$ cat src/rtl/pbd_defs.vh
// constants for the packet buffer dma block
//
// What this block does
// - rejected frame rewinds receive dma to current page
// - no rewind when bad frames are accepted
// - received crc bytes stored after data
// - layout from byte order and word select
// - word mode byte order swaps data bytes
// - byte mode header: status, pointer, counts
// - transmit dma uses page start and count
// - device adds preamble, sync and crc
// - core width follows word transfer select
// - request clears status, prefetch unless receiving
// - start needs gap, fifo byte, backoff done
// - early carrier makes device give up
// - collision flushes, restores, flags, counts
// - fifteen failed retries abort the frame
// - collision count reads zero after abort
// - bytes ascending, bits least significant first
// - pages are 256 bytes, checked at crossing
// - header at first page, next frame next page
`ifndef PBD_DEFS_VH
`define PBD_DEFS_VH
`define PBD_CLK_NS       4
`define PBD_BIT_NS       100
`define PBD_IFG_NS       6400
`define PBD_BACKOFF_CYC  12800
`define PBD_HDR_OFS      8'h04
`define PBD_PAGE_BASE    8'h00
`define PBD_PAGE_LAST    8'hFF
`define PBD_PRE_LAST     6'h3F
`define PBD_BYTE_LAST    3'h7
`define PBD_CRC_LAST     5'h1F
`define PBD_CRC_POLY     32'hEDB88320
`define PBD_CRC_INIT     32'hFFFFFFFF
`define PBD_MAX_RETRY    4'hF
`define PBD_FIFO_DEPTH   16
`define PBD_FIFO_AW      4
`endif

$ cat src/rtl/pbd_packet_buffer_dma.v
// transmit fifo and the packet buffer dma engine
`timescale 1ns/1ps
`include "pbd_defs.vh"

module pbd_fifo #(
	parameter W  = 8,
	parameter D  = `PBD_FIFO_DEPTH,
	parameter AW = `PBD_FIFO_AW
) (
	// clock and reset
	input  wire          core_clk,
	input  wire          rst_b,
	input  wire          flush,
	// fill side
	input  wire          inValid,
	output wire          inReady,
	input  wire [W-1:0]  inData,
	// drain side
	output wire          outValid,
	input  wire          outReady,
	output wire [W-1:0]  outData,
	output wire [AW:0]   count
);
	reg [W-1:0] mem [0:D-1];   // storage array
	reg [AW:0]  wrPtr;         // write pointer with wrap bit
	reg [AW:0]  rdPtr;         // read pointer with wrap bit

	assign count    = wrPtr - rdPtr;
	assign inReady  = (count != D[AW:0]);
	assign outValid = (count != {(AW+1){1'b0}});
	assign outData  = mem[rdPtr[AW-1:0]];

	// storage write
	always @(posedge core_clk) begin
		if (inValid && inReady)
			mem[wrPtr[AW-1:0]] <= inData;
	end

	// pointers, flush empties the fifo
	always @(posedge core_clk or negedge rst_b) begin
		if (!rst_b) begin
			wrPtr <= {(AW+1){1'b0}};
			rdPtr <= {(AW+1){1'b0}};
		end else if (flush) begin
			rdPtr <= wrPtr;
		end else begin
			if (inValid && inReady)
				wrPtr <= wrPtr + 1'b1;
			if (outValid && outReady)
				rdPtr <= rdPtr + 1'b1;
		end
	end
endmodule // pbd_fifo

module pbd_packet_buffer_dma #(
	parameter BACKOFF_CYC = `PBD_BACKOFF_CYC,
	parameter FIFO_DEPTH  = `PBD_FIFO_DEPTH,
	parameter FIFO_AW     = `PBD_FIFO_AW
) (
	// clock and reset
	input  wire        core_clk,
	input  wire        rst_b,
	// configuration
	input  wire        byteOrderSelect,
	input  wire        wordTransferSelect,
	input  wire        acceptRunt,
	input  wire        acceptErrors,
	input  wire [7:0]  ringPageStart,
	input  wire [7:0]  ringPageStop,
	input  wire [7:0]  ringBoundary,
	input  wire        curLoad,
	input  wire [7:0]  curLoadValue,
	// transmit setup
	input  wire [7:0]  txPageStart,
	input  wire [7:0]  txByteCountLow,
	input  wire [7:0]  txByteCountHigh,
	input  wire        transmitRequest,
	// receive byte stream
	input  wire        rxActive,
	input  wire        rxByteValid,
	input  wire [7:0]  rxByte,
	input  wire        rxEnd,
	input  wire [7:0]  rxStatus,
	input  wire        rxRunt,
	input  wire        rxCrcError,
	input  wire        rxAlignError,
	// line pins
	input  wire        carrierSense,
	input  wire        collision,
	output reg         txData,
	output reg         txEnable,
	// buffer memory
	output reg  [15:0] memAddr,
	output reg  [15:0] memWrData,
	output reg  [1:0]  memByteEn,
	output reg         memWrEn,
	output reg         memRdEn,
	input  wire [15:0] memRdData,
	input  wire        memRdValid,
	// status
	output reg  [7:0]  currentPagePointer,
	output reg         txDone,
	output reg         txCollided,
	output reg         txAborted,
	output reg         txUnderrun,
	output reg  [3:0]  collisionCount
);
	localparam BIT_CYC = `PBD_BIT_NS / `PBD_CLK_NS;                       // cycles per bit
	localparam IFG_CYC = (`PBD_IFG_NS + `PBD_CLK_NS - 1) / `PBD_CLK_NS;   // gap, rounded up
	// receive states
	localparam [2:0] R_IDLE = 3'h1, R_DATA = 3'h2, R_HDR = 3'h4;
	// transmit states
	localparam [6:0] T_IDLE = 7'h01, T_WAIT = 7'h02, T_PRE  = 7'h04, T_DATA = 7'h08,
	                 T_CRC  = 7'h10, T_DONE = 7'h20, T_BACK = 7'h40;

	// byte lane for a byte address in the buffer
	function [1:0] laneMask;
		input a0;
		input swap;
		input wide;
		begin
			laneMask = (wide && (a0 ^ swap)) ? 2'h2 : 2'h1;
		end
	endfunction

	// next ring page with wrap at the stop page
	function [7:0] nextPage;
		input [7:0] p;
		input [7:0] pStart;
		input [7:0] pStop;
		begin
			nextPage = ((p + 8'h01) == pStop) ? pStart : (p + 8'h01);
		end
	endfunction

	// pin synchronisers, three stages
	reg [2:0] csSync;       // carrier sense chain
	reg [2:0] colSync;      // collision chain
	reg       carrierQ;     // filtered carrier
	reg       collisionQ;   // filtered collision
	always @(posedge core_clk or negedge rst_b) begin
		if (!rst_b) begin
			csSync     <= 3'h0;
			colSync    <= 3'h0;
			carrierQ   <= 1'b0;
			collisionQ <= 1'b0;
		end else begin
			csSync  <= {csSync[1:0], carrierSense};
			colSync <= {colSync[1:0], collision};
			if (csSync[1] == csSync[2])
				carrierQ <= csSync[2];
			if (colSync[1] == colSync[2])
				collisionQ <= colSync[2];
		end
	end

	// receive side state
	reg [2:0]  rxState;     // receive state
	reg [15:0] rxAddr;      // next free byte address
	reg [15:0] rxCount;     // bytes stored, crc included
	reg        rxOverflow;  // ring hit the boundary
	reg [1:0]  hdrIdx;      // header byte index
	reg [7:0]  nextPkt;     // page for the next frame
	reg [7:0]  hdrByte;     // header byte mux
	wire [15:0] wrAddr  = (rxState == R_IDLE) ? {currentPagePointer, `PBD_HDR_OFS} : rxAddr;
	wire        rxWr    = rxByteValid && !rxOverflow && (rxState != R_HDR);
	wire        hdrWr   = (rxState == R_HDR);
	wire        rxReject = (rxRunt && !acceptRunt) || ((rxCrcError || rxAlignError)
	                       && !acceptErrors) || rxOverflow;
	wire [7:0]  wrPage  = nextPage(wrAddr[15:8], ringPageStart, ringPageStop);

	// header byte order: status, pointer, count low, count high
	always @* begin
		case (hdrIdx)
			2'h0:    hdrByte = rxStatus;
			2'h1:    hdrByte = nextPkt;
			2'h2:    hdrByte = rxCount[7:0];
			default: hdrByte = rxCount[15:8];
		endcase
	end

	// receive dma and buffer header
	always @(posedge core_clk or negedge rst_b) begin
		if (!rst_b) begin
			rxState            <= R_IDLE;
			rxAddr             <= 16'h0000;
			rxCount            <= 16'h0000;
			rxOverflow         <= 1'b0;
			hdrIdx             <= 2'h0;
			nextPkt            <= 8'h00;
			currentPagePointer <= 8'h00;
		end else begin
			case (rxState)
				R_IDLE, R_DATA: begin
					// every byte goes in until the ring hits the boundary, crc bytes trail the data
					if (rxWr) begin
						rxState <= R_DATA;
						rxCount <= (rxState == R_IDLE) ? 16'h0001 : rxCount + 16'h0001;
						if (wrAddr[7:0] == `PBD_PAGE_LAST) begin
							rxAddr <= {wrPage, `PBD_PAGE_BASE};
							if (wrPage == ringBoundary)
								rxOverflow <= 1'b1;
						end else begin
							rxAddr <= wrAddr + 16'h0001;
						end
					end
					if (rxEnd && rxState == R_DATA) begin
						// reject: nothing to do, dma restarts at current page
						if (rxReject) begin
							rxState <= R_IDLE;
						end else begin
							rxState <= R_HDR;
							hdrIdx  <= 2'h0;
							nextPkt <= (rxAddr[7:0] == `PBD_PAGE_BASE) ? rxAddr[15:8]
							           : nextPage(rxAddr[15:8], ringPageStart, ringPageStop);
						end
						rxOverflow <= 1'b0;
					end
				end
				R_HDR: begin
					hdrIdx <= hdrIdx + 2'h1;
					// last header byte: advance to the next free page
					if (hdrIdx == 2'h3) begin
						rxState            <= R_IDLE;
						currentPagePointer <= nextPkt;
					end
				end
				default: rxState <= R_IDLE;
			endcase
			// host load of the current page when idle
			if (curLoad && rxState == R_IDLE && !rxWr)
				currentPagePointer <= curLoadValue;
		end
	end

	// transmit side state
	reg [6:0]  txState;      // transmit state
	reg        txPending;    // request outstanding
	reg [15:0] txAddr;       // fetch address
	reg [15:0] txRemain;     // bytes still to fetch
	reg        rdOutstanding;// read in flight
	reg        rdDiscard;    // drop the read in flight
	reg        rdHigh;       // read byte sits in upper lane
	reg [4:0]  bitCnt;       // cycles within a bit
	reg [10:0] gapCnt;       // interframe gap timer
	reg [23:0] backCnt;      // backoff timer
	reg [5:0]  preIdx;       // preamble bit index
	reg [2:0]  bitIdx;       // data bit index
	reg [4:0]  crcIdx;       // crc bit index
	reg [7:0]  txShift;      // byte being sent
	reg [31:0] crc;          // running crc
	reg [3:0]  retryCnt;     // collisions of this frame
	reg        fifoFlush;    // flush pulse to the fifo
	reg        fifoPop;      // take one byte
	wire [FIFO_AW:0] fifoCount;
	wire       fifoInReady;
	wire       fifoOutValid;
	wire [7:0] fifoOutData;
	wire       bitTick  = (bitCnt == BIT_CYC[4:0] - 5'h01);
	wire       ifgDone  = (gapCnt >= IFG_CYC[10:0]);
	wire       fetchOn  = (txState == T_WAIT) || (txState == T_PRE) || (txState == T_DATA);
	wire       fetchDone = (txRemain == 16'h0000) && !rdOutstanding;
	wire       onLine   = (txState == T_PRE) || (txState == T_DATA) || (txState == T_CRC)
	                      || (txState == T_DONE);
	// fetch stalls while the fifo has no room or receive owns memory
	wire       txIssue  = fetchOn && (txRemain != 16'h0000) && !rdOutstanding && !rxWr
	                      && !hdrWr && fifoInReady
	                      && (fifoCount < FIFO_DEPTH[FIFO_AW:0] - 1'b1);
	wire       fifoPush = memRdValid && rdOutstanding && !rdDiscard;
	wire [7:0] rdByte   = rdHigh ? memRdData[15:8] : memRdData[7:0];
	wire       crcFb    = crc[0] ^ txShift[0];

	pbd_fifo #(.W(8), .D(FIFO_DEPTH), .AW(FIFO_AW)) uFifo (
		.core_clk (core_clk),
		.rst_b    (rst_b),
		.flush    (fifoFlush),
		.inValid  (fifoPush),
		.inReady  (fifoInReady),
		.inData   (rdByte),
		.outValid (fifoOutValid),
		.outReady (fifoPop),
		.outData  (fifoOutData),
		.count    (fifoCount)
	);

	// gap timer runs while the line is quiet
	always @(posedge core_clk or negedge rst_b) begin
		if (!rst_b)
			gapCnt <= 11'h000;
		else if (carrierQ || txEnable)
			gapCnt <= 11'h000;
		else if (!ifgDone)
			gapCnt <= gapCnt + 11'h001;
	end

	// transmit fetch, serializer, collision handling
	always @(posedge core_clk or negedge rst_b) begin
		if (!rst_b) begin
			txState <= T_IDLE;     txPending <= 1'b0;     txAddr <= 16'h0000;
			txRemain <= 16'h0000;  rdOutstanding <= 1'b0; rdDiscard <= 1'b0;
			rdHigh <= 1'b0;        bitCnt <= 5'h00;       backCnt <= 24'h000000;
			preIdx <= 6'h00;       bitIdx <= 3'h0;        crcIdx <= 5'h00;
			txShift <= 8'h00;      crc <= `PBD_CRC_INIT;  retryCnt <= 4'h0;
			fifoFlush <= 1'b0;     fifoPop <= 1'b0;       txData <= 1'b0;
			txEnable <= 1'b0;      txDone <= 1'b0;        txCollided <= 1'b0;
			txAborted <= 1'b0;     txUnderrun <= 1'b0;    collisionCount <= 4'h0;
		end else begin
			fifoFlush <= 1'b0;
			fifoPop   <= 1'b0;
			bitCnt    <= bitTick ? 5'h00 : bitCnt + 5'h01;
			// one read in flight, lane chosen by core width and byte order
			if (txIssue) begin
				rdOutstanding <= 1'b1;
				rdHigh   <= laneMask(txAddr[0], byteOrderSelect, wordTransferSelect) == 2'h2;
				txAddr   <= txAddr + 16'h0001;
				txRemain <= txRemain - 16'h0001;
			end else if (memRdValid) begin
				rdOutstanding <= 1'b0;
				rdDiscard     <= 1'b0;
			end
			// new request clears status
			if (transmitRequest) begin
				txPending  <= 1'b1;
				txDone     <= 1'b0;
				txCollided <= 1'b0;
				txAborted  <= 1'b0;
				txUnderrun <= 1'b0;
				retryCnt   <= 4'h0;
				collisionCount <= 4'h0;
			end
			case (txState)
				T_IDLE: begin
					// no prefetch while a frame is coming in
					if (txPending && !rxActive && !carrierQ && !rdOutstanding) begin
						txState  <= T_WAIT;
						txAddr   <= {txPageStart, `PBD_PAGE_BASE};
						txRemain <= {txByteCountHigh, txByteCountLow};
						fifoFlush <= 1'b1;  // drop bytes of a given-up try
					end
				end
				T_WAIT: begin
					if (carrierQ && !fifoOutValid) begin
						txState <= T_IDLE;
					end else if (ifgDone && fifoOutValid) begin
						txState  <= T_PRE;
						txEnable <= 1'b1;
						txData   <= 1'b1;
						preIdx   <= 6'h01;
						bitCnt   <= 5'h00;
						crc      <= `PBD_CRC_INIT;
					end
				end
				T_PRE: begin
					if (bitTick) begin
						// alternating bits, final pair of ones ends the sync
						txData <= (preIdx == `PBD_PRE_LAST) | ~preIdx[0];
						preIdx <= preIdx + 6'h01;
						if (preIdx == `PBD_PRE_LAST) begin
							txState <= T_DATA;
							txShift <= fifoOutData;
							fifoPop <= 1'b1;
							bitIdx  <= 3'h0;
						end
					end
				end
				T_DATA: begin
					if (bitTick) begin
						txData  <= txShift[0];
						txShift <= {1'b0, txShift[7:1]};
						crc     <= {1'b0, crc[31:1]} ^ (crcFb ? `PBD_CRC_POLY : 32'h00000000);
						bitIdx  <= bitIdx + 3'h1;
						if (bitIdx == `PBD_BYTE_LAST) begin
							if (fifoOutValid && !fifoPop) begin
								txShift <= fifoOutData;
								fifoPop <= 1'b1;
							end else if (fetchDone) begin
								txState <= T_CRC;
								crcIdx  <= 5'h00;
							end else begin
								txUnderrun <= 1'b1;
								txPending  <= 1'b0;
								txState    <= T_DONE;
							end
						end
					end
				end
				T_CRC: begin
					if (bitTick) begin
						txData <= ~crc[0];
						crc    <= {1'b0, crc[31:1]};
						crcIdx <= crcIdx + 5'h01;
						if (crcIdx == `PBD_CRC_LAST)
							txState <= T_DONE;
					end
				end
				T_DONE: begin
					if (bitTick) begin
						txEnable  <= 1'b0;
						txData    <= 1'b0;
						txDone    <= !txUnderrun;
						txPending <= 1'b0;
						txState   <= T_IDLE;
					end
				end
				T_BACK: begin
					backCnt <= backCnt + 24'h000001;
					if (backCnt >= BACKOFF_CYC[23:0] - 24'h000001)
						txState <= T_IDLE;
				end
				default: txState <= T_IDLE;
			endcase
			// collision on the line overrides the frame in progress
			if (collisionQ && onLine) begin
				txEnable   <= 1'b0;
				txData     <= 1'b0;
				fifoFlush  <= 1'b1;
				rdDiscard  <= (rdOutstanding & !memRdValid) | txIssue;
				txCollided <= 1'b1;
				if (retryCnt == `PBD_MAX_RETRY) begin
					txAborted      <= 1'b1;
					collisionCount <= 4'h0;
					txPending      <= 1'b0;
					txState        <= T_IDLE;
				end else begin
					retryCnt       <= retryCnt + 4'h1;
					collisionCount <= collisionCount + 4'h1;
					backCnt        <= 24'h000000;
					txState        <= T_BACK;
				end
			end
		end
	end

	// memory port: receive writes first, then transmit reads
	always @(posedge core_clk or negedge rst_b) begin
		if (!rst_b) begin
			memAddr   <= 16'h0000;
			memWrData <= 16'h0000;
			memByteEn <= 2'h0;
			memWrEn   <= 1'b0;
			memRdEn   <= 1'b0;
		end else begin
			memWrEn <= rxWr || hdrWr;
			memRdEn <= txIssue;
			if (rxWr) begin
				memAddr   <= wrAddr;
				memWrData <= {rxByte, rxByte};
				memByteEn <= laneMask(wrAddr[0], byteOrderSelect, wordTransferSelect);
			end else if (hdrWr) begin
				memAddr   <= {currentPagePointer, 6'h00, hdrIdx};
				memWrData <= {hdrByte, hdrByte};
				// status and pointer lanes fixed, counts follow byte order
				memByteEn <= laneMask(hdrIdx[0], byteOrderSelect & hdrIdx[1],
				                      wordTransferSelect);
			end else if (txIssue) begin
				memAddr   <= txAddr;
				memByteEn <= laneMask(txAddr[0], byteOrderSelect, wordTransferSelect);
			end
		end
	end
endmodule // pbd_packet_buffer_dma

$ cat config.mk
export PLATFORM = sky130hd
export DESIGN_NAME = pbd_packet_buffer_dma
export DESIGN_NICKNAME = d
export VERILOG_FILES = /design/src/rtl/pbd_packet_buffer_dma.v
export VERILOG_INCLUDE_DIRS = /design/src /design/src/rtl
export SDC_FILE = /design/constraint.sdc
export NUM_CORES = 1
export LEC_CHECK = 0
export BUFFER_PORTS_ARGS = -buffer_cell sky130_fd_sc_hd__buf_2
export CAP_MARGIN = 20
export CORE_MARGIN = 3
export CORE_UTILIZATION = 42
export CTS_CLUSTER_DIAMETER = 120
export DETAILED_ROUTE_END_ITERATION = 7
export HOLD_SLACK_MARGIN = 0.06
export PLACE_DENSITY = 0.67
export SLEW_MARGIN = 15
export SYNTH_ARGS = -nofsm -noshare
export SYNTH_HDL_FRONTEND = slang
export SYNTH_SLANG_ARGS = --single-unit
$ cat constraint.sdc
create_clock -name core_clk -period 12.7 [get_ports core_clk]
set_clock_uncertainty 0.2 [all_clocks]
set_input_delay 0.635 -clock core_clk [delete_from_list [all_inputs] [get_ports core_clk]]
set_output_delay 0.635 -clock core_clk [all_outputs]
set_load 0.05 [all_outputs]
---- After elaboration in Yosys (flattened, before gate mapping) ----
Memories as Yosys holds them, arrays and structs flattened.
Index checks and enable logic that the tools add are counted.
operators by class
  $add $sub $neg .......................... 18
  bitwise logic cells ..................... 13
  multiplexer cells ....................... 147
  $lt $le $gt $ge ......................... 3
  reductions and logical operators ........ 90
  equal/unequal tests ..................... 55
operators by type and width
  cell                   count
  $mux 16                14
  $mux 32                5
  $mux 7                 14
  $mux 8                 12
  $pmux 32 s3            1
  $mux 24                3
  $mux 5                 11
  $pmux 7 s7             1
  $add 16x1->16 const B  3
  $mux 1                 48
  $xor 31x32->32         1
  $logic_and 1x1->1      28
  $reduce_bool 2->1      14
  $add 24x1->24 const B  1
  $eq 8x8->1             3
  $ge 24x14->1 const B   1
  $mux 4                 6
  $mux 6                 4
  $pmux 8 s3             1
  $mux 11                2
  $mux 3                 7
  $add 5x1->5 const B    4
  $ne 3x2->1 const B     6
  $add 8x1->8 const B    2
  61 further kinds       134
storage, ports and cells
  memory bits (writable) .................. 128
  input port bits ......................... 105
  logic and storage cells ................. 370
  memories ................................ 1
  register bits ........................... 261
  output and inout bits ................... 54
memories
  name       words  width  read ports  clocked after Yosys merged registers in  write ports  line                        RTL
  uFifo.mem  16     8      1           0                                        1            pbd_packet_buffer_dma.v:24  reg [W-1:0] mem [0:D-1];

---- Longest topological paths before layout ----
Gate-level depths: netlist (run 1).
  depth after elaboration ................. 12
  gate-level depth with buffers ........... 17
  gate-level depth less buffers ........... 13

---- Hierarchy ----
From an unflattened synthesis (run 1), not the netlist that was laid out.
unflattened totals
  cells, all modules ...................... 1785
  area total of the unflattened synthesis .. 19085.8 sq um
by module, submodules not included
  module                 cells each  times used  seq. area each (sq um)  area an instance (sq um)
  pbd_packet_buffer_dma  1502        1           6123.4                  13350.3
  pbd_fifo               283         1           4093.9                  5735.5

---- Worst setup path after synthesis (run 1) ----
OpenSTA, ideal clock, no wires.
  path type ............................... register -> register
  start ................................... register rxState[0]
  end ..................................... register rxAddr[11]
  slack ................................... 8.380 ns
  setup time .............................. 0.132 ns
  period minus slack after synthesis ...... 4.320 ns
  required time ........................... 12.368 ns
  cell stages (with the launch flop) ...... 18
  data arrival time ....................... 3.989 ns
  path buffers ............................ 4
  path through ............................ dfstp_2 buf_4 nor3b_4 clkbuf_1 clkbuf_1 mux2i_1 inv_1 ha_1 nand3_1 xor2_1 mux2i_1 xor2_1 or3_1 or2_4 buf_6 mux2_1 a21oi_1 o21ai_1
on the way
  longest elaborated chain between the ends .. 6
  elaborated cells on any way between the ends .. 13
  classes of those cells .................. add/sub: 2; eq/ne: 5; mux: 3; reduce/logical: 3
RTL lines
  what                    line                                                      RTL
  start, declared         pbd_packet_buffer_dma.v:158                               reg [2:0] rxState;
  start signal, assigned  pbd_packet_buffer_dma.v:185                               rxState <= R_IDLE;
  start signal, assigned  pbd_packet_buffer_dma.v:197                               rxState <= R_DATA;
  start signal, assigned  pbd_packet_buffer_dma.v:210                               rxState <= R_IDLE;
  $eq 3x1->1              pbd_packet_buffer_dma.v:165, pbd_packet_buffer_dma.v:193
  $mux 16                 pbd_packet_buffer_dma.v:165                               wire [15:0] wrAddr = (rxState == R_IDLE) ? {currentPagePointer, `PBD_HDR_OFS} : rxAddr;
  $add 8x1->8             pbd_packet_buffer_dma.v:132                               nextPage = ((p + 8'h01) == pStop) ? pStart : (p + 8'h01);
  $eq 8x8->1              pbd_packet_buffer_dma.v:132
  $mux 8                  pbd_packet_buffer_dma.v:132
  $mux 16                 pbd_packet_buffer_dma.v:199                               if (wrAddr[7:0] == `PBD_PAGE_LAST) begin
  end signal, assigned    pbd_packet_buffer_dma.v:200                               rxAddr <= {wrPage, `PBD_PAGE_BASE};
  end signal, assigned    pbd_packet_buffer_dma.v:204                               rxAddr <= wrAddr + 16'h0001;
  end, declared           pbd_packet_buffer_dma.v:159                               reg [15:0] rxAddr;
Several ways; a longest one is shown, not always the timed one.
A chain may end at the register's enable or synchronous reset.

---- Final worst setup path (run 1) ----
  start ................................... register rxState[0]
  end ..................................... register rxOverflow
on the way
  longest elaborated chain between the ends .. 8
  elaborated cells on any way between the ends .. 17
  classes of those cells .................. add/sub: 1; eq/ne: 6; mux: 3; reduce/logical: 7
RTL lines
  what                         line                                                      RTL
  $eq 3x1->1                   pbd_packet_buffer_dma.v:165, pbd_packet_buffer_dma.v:193
  $mux 16                      pbd_packet_buffer_dma.v:165
  $add 8x1->8                  pbd_packet_buffer_dma.v:132
  $eq 8x8->1                   pbd_packet_buffer_dma.v:132
  $mux 8                       pbd_packet_buffer_dma.v:132
  $eq 8x8->1                   pbd_packet_buffer_dma.v:201                               if (wrPage == ringBoundary)
  $reduce_bool 2->1 (no line)  -
  $reduce_and 4->1 (no line)   -
  end signal, assigned         pbd_packet_buffer_dma.v:188                               rxOverflow <= 1'b0;
  end signal, assigned         pbd_packet_buffer_dma.v:202                               rxOverflow <= 1'b1;
  end signal, assigned         pbd_packet_buffer_dma.v:217                               rxOverflow <= 1'b0;
  end, declared                pbd_packet_buffer_dma.v:161                               reg rxOverflow;
Several ways; a longest one is shown, not always the timed one.

==> results_dict.tcl, run 1 <==
set metrics [dict create \
    drcViolationCount 0 \
    critPathCaptureType "flip-flop" \
    routed_wl_um 48800 \
    p_total_mw 4.29 \
    grt_pass1_wl_um 77200 \
    yosysWarnings 0 \
    synth_area_leaders "dfrtp_1 (29%), edfxtp_1 (20%), mux4_2 (4.8%), dfstp_2 (4.7%), nor2_1 (4.3%)" \
    synth_edf_count 128 \
    slew_viol_final 0 \
    crit_slowest_cell "dfstp_2" \
    crit_top_cell "xor2_1" \
    drtPass1Iterations 7 \
    die-area_um2 47600 \
    clk_pin_slew_ns 0.06 \
    ios 159 \
    drt_iter0_drc 1398 \
    port_buffers 158 \
    synth-main-ff-cell "dfrtp_1" \
    nFillCells 4046 \
    insertion_delay_ns 0.58 \
    start_kind "flip-flop" \
    cts_tree "done" \
    num_rows 77 \
    final_antenna_net_count 0 \
    clockBufferDepth 3 \
    start_util 0.427 \
    clock-root-buffer "clkbuf_16" \
    finalHoldViolations 0 \
    grt_usage 0.203 \
    ir_worst_vdd_v 0.000108 \
    syn_area_um2 18900 \
    drive_gt1_frac 0.173 \
    gp_congestion 0.929 \
    netlist_instances 1795 \
    avgSynthCellArea_um2 10.5 \
    syn2layout_area_growth_pct 14.1 \
    worstPathMaxFanout 25 \
    finalCritPeriodShare 0.353 \
    crit_type "flip-flop to flip-flop" \
    max_stage_delay_ns 0.60 \
    vias_per_cell 5.54 \
    syn_nets 1932 \
    netlist_top_cells_count "dfrtp_1 (219), nor2_1 (218), nand2_1 (208), edfxtp_1 (128), o21ai_0 (106)" \
    cp_data_arrival_time_ns 4.74 \
    synth_seq_cells 381 \
    grt_pass1_vias 13800 \
    synth.top_cell.area_share 0.290 \
    synthArstFlopShare 0.664 \
    fin_cells 2551 \
    cp_cell_sequence "nor3b_4, buf_4, mux2i_1, inv_1, ha_1, nand3_1, xor2_1, mux2i_1, xor2_1, or3_1, or2_4, mux2_2, xor2_1, o31ai_1" \
    post_cts_buffers 0 \
    synth_area_leader_cell "dfrtp_1" \
    layout_min_cycle_time_ns 4.48 \
    cp_top_family "multiplexers" \
    cts_buffers 42 \
    avgRoutedWirePerCell_um 19.1 \
    drv_cap 0 \
    seq_area_frac_synth 0.540 \
    rsz0062_at_grt "false" \
    clock-sinks 381 \
    crit_required_ns 12.96 \
    core_um2 44300 \
    setup_violations 0 \
    place_inst 2463 \
    die_h_um 218 \
    crit_buf_inv 2 \
    grt_start_max_net_pins 116 \
    worst_slew_pin_slew_ns 1.04 \
    die_w_um 218 \
    fin_nets 2060 \
    dp_hpwl_um 34400 \
    gr-total-overflow 0 \
    synth_cell_types 75 \
    whs_ns 0.0854 \
    antenna_found_initial 4 \
    max_freq_mhz 223 \
    yosysMostFrequentCell "dfrtp_1" \
    holdCritPathClass "input port to flip-flop" \
    powerDensity_nw_per_um2 199 \
    htree_levels 2 \
    p_leak_nw 8.96 \
    status "finished, final reports clean" \
    dr_total_vias 14100 \
    finalSetupTns_ns 0 \
    relSlewSlack 0.301 \
]
==> where the power goes <==
group / switching (mW) / total [mW] / internal, mW
combinational: 0.887 / 1.43 / 0.545
sequential: 0.226 / 1.67 / 1.44
clock: 0.507 / 1.19 / 0.687
==> cell usage in the layout (no fill, tap or decap), types with 50 or more instances in the layout <==
master / netlist / final
xor2_1: 75 / 75
nand2_1: 208 / 208
buf_2: 4 / 158
o21ai_0: 106 / 106
a21oi_1: 87 / 87
nand3_1: 65 / 65
inv_1: 50 / 50
edfxtp_1: 128 / 128
nor2_1: 218 / 217
dfrtp_1: 219 / 218
xnor2_1: 54 / 54
==> per-stage QoR <==
step | setup slack (ns) | util | area (um^2)
final | 8.22 | 0.487 | 21600
after global routing | 7.96 | 0.487 | 21600
after CTS | 8.28 | 0.487 | 21600
after detailed placement | 8.29 | 0.455 | 20200
after global placement | 8.45 | 0.455 | 20200
after floorplan | 8.38 | - | 18900
==> sequential cells by signal (all words and copies together) (netlist names), 11 cells and up <==
signal and count:
memAddr 16, backCnt 24, gapCnt 11, txAddr 16
rxAddr 16, crc 32, rxCount 16, txRemain 16
uFifo.mem 128
==> repair_timing <==
item / in CTS / in global routing
resized for setup: 0 / 0
hold buffers: 6 / 0
endpoints found under the setup margin: 0 / 0
hold endpoints to repair: 99 / 0
==> cells by family after synthesis <==
kind of cell,Yosys count,share of synthesized area
AO/OA/AOI/OAI,332,0.104
XOR/XNOR,129,0.0597
adder cells (fa/ha/maj),34,0.0226
buffers and inverters,146,0.0318
flip-flops,381,0.540
multiplexers,91,0.0757
AND/OR/NAND/NOR,682,0.166
==> area by class of cell <==
cell class,instances,area (um^2),area share
Sequential cell,381,10200,0.473
Clock buffer,61,1210,0.0562
Timing Repair Buffer,178,961,0.0445
Antenna cell,2,5.00,0.000232
Tap cell,592,741,0.0343
Multi-Input combinational cell,1268,8120,0.376
Inverter,52,195,0.00904
Clock inverter,17,139,0.00643
==> worst paths after layout <==
check,start,slack (ns),end,cells after the start
max,rxState[0],8.22,rxOverflow,14
min,txPageStart[2],0.09,txAddr[10],3
max reg2reg,rxState[0],8.22,rxOverflow,14
min reg2reg,colSync[0],0.18,colSync[1],0
max in group asynchronous,rst_b,10.21,txAddr[11],3
min in group asynchronous,rst_b,0.51,gapCnt[4],2
==> layer usage <==
| metal | GRT usage | share of wire | vias up |
|---|---|---|---|
| met1 | 0.294 | 0.46 | 6961 |
| met5 | 0 | 0.00029 | - |
| met4 | 0.0635 | 0.031 | 4 |
| li1 | - | - | 6642 |
| met3 | 0.0373 | 0.057 | 105 |
| met2 | 0.313 | 0.45 | 431 |
==> tightest hold or removal path: cells and delay by family <==
family / cells / cell delay [ns]
AOI/OAI and AO/OA: 1 / 0.06
buffers and inverters: 1 / 0.08
and+or+nand+nor: 1 / 0.04
No activity file was read; power rests on OpenSTA's default activity.
==> run 2: changes to the inputs <==
--- a/config.mk
+++ b/config.mk
@@ -6,6 +6,7 @@
 export SDC_FILE = /design/constraint.sdc
 export NUM_CORES = 1
 export LEC_CHECK = 0
+export ABC_AREA = 1
 export BUFFER_PORTS_ARGS = -buffer_cell sky130_fd_sc_hd__buf_2
 export CAP_MARGIN = 20
 export CORE_MARGIN = 3
==> constraint.sdc (replaced) <==
create_clock -name core_clk -period 4.3 [get_ports core_clk]
set_clock_uncertainty 0.2 [all_clocks]
set_input_delay 0.215 -clock core_clk [delete_from_list [all_inputs] [get_ports core_clk]]
set_output_delay 0.215 -clock core_clk [all_outputs]
set_load 0.05 [all_outputs]
==> results_dict.tcl, run 2 <==
set metrics [dict create \
    status "finished, final reports clean" \
    drive_gt1_frac 0.143 \
    rsz0062_at_grt "true" \
    crit_required_ns 4.59 \
    worst_slew_pin_slew_ns 1.02 \
    drv_cap 0 \
    layout_min_cycle_time_ns 4.10 \
    dp_slack_ns 0.541 \
    htree_levels 2 \
    relSlewSlack 0.314 \
    rr_endpoint "rxOverflow" \
    post_cts_buffers 0 \
    synth_edf_count 128 \
    clock-sinks 381 \
    final_area_um2 23000 \
    gp_congestion 0.949 \
    synth_seq_cells 381 \
    grt_pass1_vias 15900 \
    die-area_um2 48500 \
    ios 159 \
    drtPass1Iterations 7 \
    final_cell_mix "nand2_1 (356), nor2_1 (302), inv_1 (242)" \
    grt_start_max_net_pins 86 \
    clock-root-buffer "clkbuf_16" \
    cp_cell_sequence "nand3_4, nand2_1, nand2_1, ha_1, nand3_1, nand2_1, nand2_1, nand2_1, nor2_1, nand2_1, nor2_4, nand3_4, nand2_2, nand2_1, nand2_1, nand4_1, dlygate4sd3_1, nor2_1, nand2_1, a21oi_2" \
    syn2layout_area_growth_pct 19.2 \
    crit_buf_inv 1 \
    synth.top_cell.area_share 0.284 \
    synth_area_leader_cell "dfrtp_1" \
    r2r-start "rxState[0]" \
    max_freq_mhz 244 \
    cp_data_arrival_time_ns 4.39 \
    critPathCaptureType "flip-flop" \
    power_frac_seq 0.401 \
    clockBufferDepth 3 \
    avgSynthCellArea_um2 8.81 \
    gr-total-overflow 0 \
    dr_total_vias 16600 \
    dp_hpwl_um 36900 \
    port_buffers 158 \
    seq_area_frac_synth 0.530 \
    grt_pass1_wl_um 83400 \
    layout_commonest_cell "nand2_1" \
    holdCritPathClass "input port to asynchronous set/reset pin" \
    insertion_delay_ns 0.56 \
    synth-main-ff-cell "dfrtp_1" \
    nFillCells 4080 \
    fin_nets 2561 \
    crit_path_start "rxState[0]" \
    netlist_instances 2191 \
    start_kind "flip-flop" \
    synth_cell_types 63 \
    crit_type "flip-flop to flip-flop" \
    cp_top_family "simple AND/OR/NAND/NOR gates" \
    worstPathMaxFanout 18 \
    setup_violations 0 \
    final_antenna_net_count 0 \
    cts_tree "done" \
    avgRoutedWirePerCell_um 17.3 \
    worst_r2r_path_depth 20 \
    antenna_cells 0 \
    largest_reg_flops 128 \
    start_util 0.431 \
    die_h_um 220 \
    ir_worst_vdd_v 0.000438 \
    routed_wl_um 52800 \
    vias_per_cell 5.43 \
    core_um2 44800 \
    clk_pin_slew_ns 0.06 \
    syn_area_um2 19300 \
    grt_usage 0.214 \
    drcViolationCount 0 \
    finalCritPeriodShare 0.954 \
    powerDensity_nw_per_um2 516 \
    slew_viol_final 0 \
    setup_ws_ns 0.197 \
    synth_area_leaders "dfrtp_1 (28%), edfxtp_1 (20%), nand2_1 (6.9%), nor2_1 (5.9%), o21ai_0 (4.9%)" \
    yosysWarnings 0 \
    place_area_um2 20700 \
    num_rows 77 \
    netlist_top_cells_count "nand2_1 (356), nor2_1 (304), inv_1 (243), dfrtp_1 (219), o21ai_0 (188)" \
    syn_nets 2328 \
    switching_share 0.354 \
    p_leak_nw 10.3 \
    cts_buffers 42 \
    fin_cells 3049 \
    pwr-share-comb 0.283 \
    drt_iter0_drc 1358 \
    p_int_mw 7.66 \
    antenna_found_initial 0 \
    crit_slowest_cell "dfstp_4" \
    crit_top_cell "nand2_1" \
    synthArstFlopShare 0.664 \
    die_w_um 220 \
    max_stage_delay_ns 0.72 \
    clkPwrFrac 0.316 \
    yosysMostFrequentCell "nand2_1" \
    finalHoldViolations 0 \
    netSwitchingPower_mw 4.20 \
    place_inst 2886 \
    r2r_setup_slack_ns 0.20 \
]
run 2: cell types whose count changed after synthesis, moves of 24 or more:
cell	previous run	this run
inv_1	50	243
mux2i_1	35	8
nor2_1	218	304
and3_1	32	4
o21ai_0	106	188
nand4_1	20	53
xnor2_1	54	13
mux4_2	40	0
o22ai_1	13	37
nand2_1	208	356
xor2_1	75	40
run 2: worst max path at each step:
| stage | endpoint | slack, ns | depth (start not counted) |
|---|---|---|---|
| after global placement | rxOverflow | 0.64 | 19 |
| final | rxOverflow | 0.20 | 20 |
| after global routing | rxOverflow | -0.1 | 20 |
| after floorplan | txAddr[15] | 1.21 | 16 |
| after CTS | rxOverflow | 0.07 | 20 |
| after detailed placement | rxOverflow | 0.54 | 19 |
run 2: per-stage QoR:
step                      TNS, ns  hold slack [ns]  utilization  power, mW
after floorplan                 0           -0.281            -       7.06
after global placement          0           0.0683        0.462       8.01
after detailed placement        0           0.0682        0.462       8.09
after CTS                       0           0.0687        0.513       11.9
after global routing      -0.0963            0.105        0.513       12.5
final                           0           0.0625        0.513       11.9
run 2: what timing repair did:
action | in CTS | in global routing
endpoints found under the setup margin | 0 | 2
endpoints found under the hold margin | 192 | 0
gates resized for setup | 0 | 2
hold buffers | 85 | 0
run 2: layer usage:
layer,global-route usage,share of wire,vias to the layer above
li1,-,-,7917
met1,0.289,0.43,7947
met2,0.354,0.48,577
met3,0.0306,0.060,115
met4,0.0788,0.030,0
met5,0,0,-
run 2: area by class of cell:
type	instances	area, um^2	area share
sequential	381	10200	0.445
timing repair buffer	265	1830	0.0796
tap	592	741	0.0322
clock buffer	59	1300	0.0566
clock inverter	18	145	0.00631
multi-input combinational	1476	7780	0.338
inverter	258	972	0.0423
run 2: cells by family after synthesis:
kind of cell | count (synthesis) | synth area share
AOI/OAI and AO/OA | 465 | 0.140
xor gates and xnor gates | 53 | 0.0241
muxes | 16 | 0.00882
adders and majority gates | 34 | 0.0222
and+or+nand+nor | 907 | 0.207
buffers and inverters | 335 | 0.0684
DFF | 381 | 0.530
run 2: worst reg2reg max path, stage by stage (launching register included):
cell	delay, ns
dfstp_4	0.72
nand3_4	0.20
nand2_1	0.11
nand2_1	0.17
ha_1	0.27
nand3_1	0.20
nand2_1	0.13
nand2_1	0.07
nand2_1	0.04
nor2_1	0.10
nand2_1	0.10
nor2_4	0.21
nand3_4	0.23
nand2_2	0.13
nand2_1	0.08
nand2_1	0.06
nand4_1	0.07
dlygate4sd3_1	0.56
nor2_1	0.10
nand2_1	0.16
a21oi_2	0.15
run 2: power by group through the flow:
stage          Clock [mW]  Sequential [mW]  Combinational (mW)
2_1_floorplan           0             5.00                2.06
3_3_place_gp            0             4.80                3.21
3_5_place_dp            0             4.80                3.29
4_1_cts              3.82             4.74                3.36
5_1_grt              3.96             4.81                3.74
6_report             3.75             4.76                3.36
==> run 3: changes to the inputs <==
--- a/config.mk
+++ b/config.mk
@@ -6,7 +6,7 @@
 export SDC_FILE = /design/constraint.sdc
 export NUM_CORES = 1
 export LEC_CHECK = 0
-export ABC_AREA = 1
+export ABC_AREA = 0
 export BUFFER_PORTS_ARGS = -buffer_cell sky130_fd_sc_hd__buf_2
 export CAP_MARGIN = 20
 export CORE_MARGIN = 3
==> results_dict.tcl, run 3 (synthesized netlist as in run 1, its figures left out) <==
set metrics [dict create \
    cts_tree "done" \
    gr-total-overflow 0 \
    cp_top_family "compound AO/OA/AOI/OAI gates" \
    syn2layout_area_growth_pct 20.6 \
    largest_reg_flops 128 \
    holdCritPathClass "input port to asynchronous set/reset pin" \
    max_stage_delay_ns 0.60 \
    top_layer "met4" \
    drt_iter0_drc 1273 \
    routed_wl_um 50400 \
    max_freq_mhz 247 \
    finalSetupTns_ns 0 \
    r2r-start "rxState[0]" \
    met2WireLength_um 23200 \
    ff_latch_area_um2 10200 \
    grt_pass1_wl_um 80100 \
    nFillCells 3909 \
    dp_hpwl_um 34500 \
    grt_usage 0.212 \
    final_antenna_net_count 0 \
    p_leak_nw 9.51 \
    clk_pin_slew_ns 0.06 \
    port_buffers 158 \
    setup_violations 0 \
    crit_type "flip-flop to flip-flop" \
    clock-root-buffer "clkbuf_16" \
    status "finished, final reports clean" \
    num_rows 77 \
    die_h_um 218 \
    worst_slew_pin_slew_ns 0.850 \
    fin_nets 2176 \
    cp_cell_sequence "nor3b_4, buf_4, nor2b_2, ha_1, nand3_1, nor2_1, and4_1, o211ai_1, a2111oi_2, o21ai_0, dlygate4sd3_1, mux2i_1, o221ai_1, o31ai_1" \
    cts_buffers 42 \
    grt_pass1_vias 14700 \
    drive_gt1_frac 0.179 \
    core_um2 44300 \
    start_kind "flip-flop" \
    crit_path_start "rxState[0]" \
    drcViolationCount 0 \
    finalCritPeriodShare 0.941 \
    crit_required_ns 4.59 \
    worstPathMaxFanout 10 \
    wl_met1_um 22200 \
    clockBufferDepth 3 \
    cp_data_arrival_time_ns 4.33 \
    finalHoldViolations 0 \
    die-area_um2 47600 \
    wl_met3_um 3380 \
    die_w_um 218 \
    gp_congestion 0.919 \
    powerDensity_nw_per_um2 575 \
    layout_commonest_cell "nor2_1" \
    avgRoutedWirePerCell_um 18.9 \
    relSlewSlack 0.424 \
    slew_viol_final 0 \
    layout_min_cycle_time_ns 4.05 \
    whs_ns 0.0838 \
    critPathCaptureType "flip-flop" \
    ir_worst_vdd_v 0.000283 \
    antenna_found_initial 0 \
    insertion_delay_ns 0.59 \
    antenna_cells 0 \
    clock-sinks 381 \
    vias_per_cell 5.55 \
    dr_total_vias 14800 \
    drtPass1Iterations 6 \
    drv_cap 0 \
    multi_input_area_um2 8140 \
    crit_buf_inv 2 \
    crit_slowest_cell "dlygate4sd3_1" \
    final_cell_mix "nor2_1 (218), dfrtp_1 (217), nand2_1 (208)" \
    htree_levels 2 \
    start_util 0.427 \
    ios 159 \
    grt_start_max_net_pins 103 \
]
[run 3: changes by cell type in the layout (fill, tap and decap cells not counted), sizes merged, moves of 40 or more]
cell / before / now
xnor2: 13 / 54
nand2: 364 / 208
nor2: 321 / 218
inv: 255 / 54
o21ai: 199 / 130
mux4: 0 / 40
[run 3: power by group]
group / internal, mW / switching [mW]
registers: 4.26 / 0.602
logic: 1.79 / 2.77
clock network: 2.17 / 1.52
total: 8.22 / 4.90
[run 3: cell type report]
class | instances | share of cell area
Clock inverter | 20 | 0.0110
Clock buffer | 57 | 0.0512
Multi-Input combinational cell | 1268 | 0.357
Tap cell | 592 | 0.0325
Sequential cell | 381 | 0.448
Inverter | 52 | 0.00856
Timing Repair Buffer | 294 | 0.0917
[run 3: path summary, 6_finish.rpt]
| path | slack (ns) | endpoint | cells after the start |
|---|---|---|---|
| worst max-delay path | 0.25 | rxOverflow | 14 |
| worst min-delay path | 0.08 | rdDiscard | 2 |
| worst max register to register | 0.25 | rxOverflow | 14 |
| worst min register to register | 0.15 | csSync[1] | 0 |
| max in group asynchronous | 2.88 | crc[26] | 3 |
| min in group core_clk | 0.10 | csSync[0] | 2 |
[run 3: what timing repair did]
action                                  in CTS  in global routing
hold buffers                                98                  0
setup buffers                                0                  1
hold endpoints to repair                   291                  0
endpoints found under the setup margin       0                  1
gates resized for setup                      0                  8
[run 3: stage by stage]
stage / cells / util / setup WS (ns) / instance area (um^2) / power, mW
after detailed placement: 2488 / 0.460 / 0.353 / 20400 / 9.24
after CTS: 2663 / 0.514 / 0.199 / 22800 / 13.1
after floorplan: 1795 / - / 0.0670 / 18900 / 7.90
after global placement: 2488 / 0.460 / 0.444 / 20400 / 9.16
final: 2664 / 0.515 / 0.254 / 22800 / 13.1
after global routing: 2664 / 0.515 / -0.00335 / 22800 / 13.8
[run 3: routing by layer]
metal | vias to the layer above | global-route usage
met3 | 122 | 0.0377
met2 | 579 | 0.332
met5 | - | 0
met1 | 7223 | 0.299
met4 | 0 | 0.0698
li1 | 6865 | -
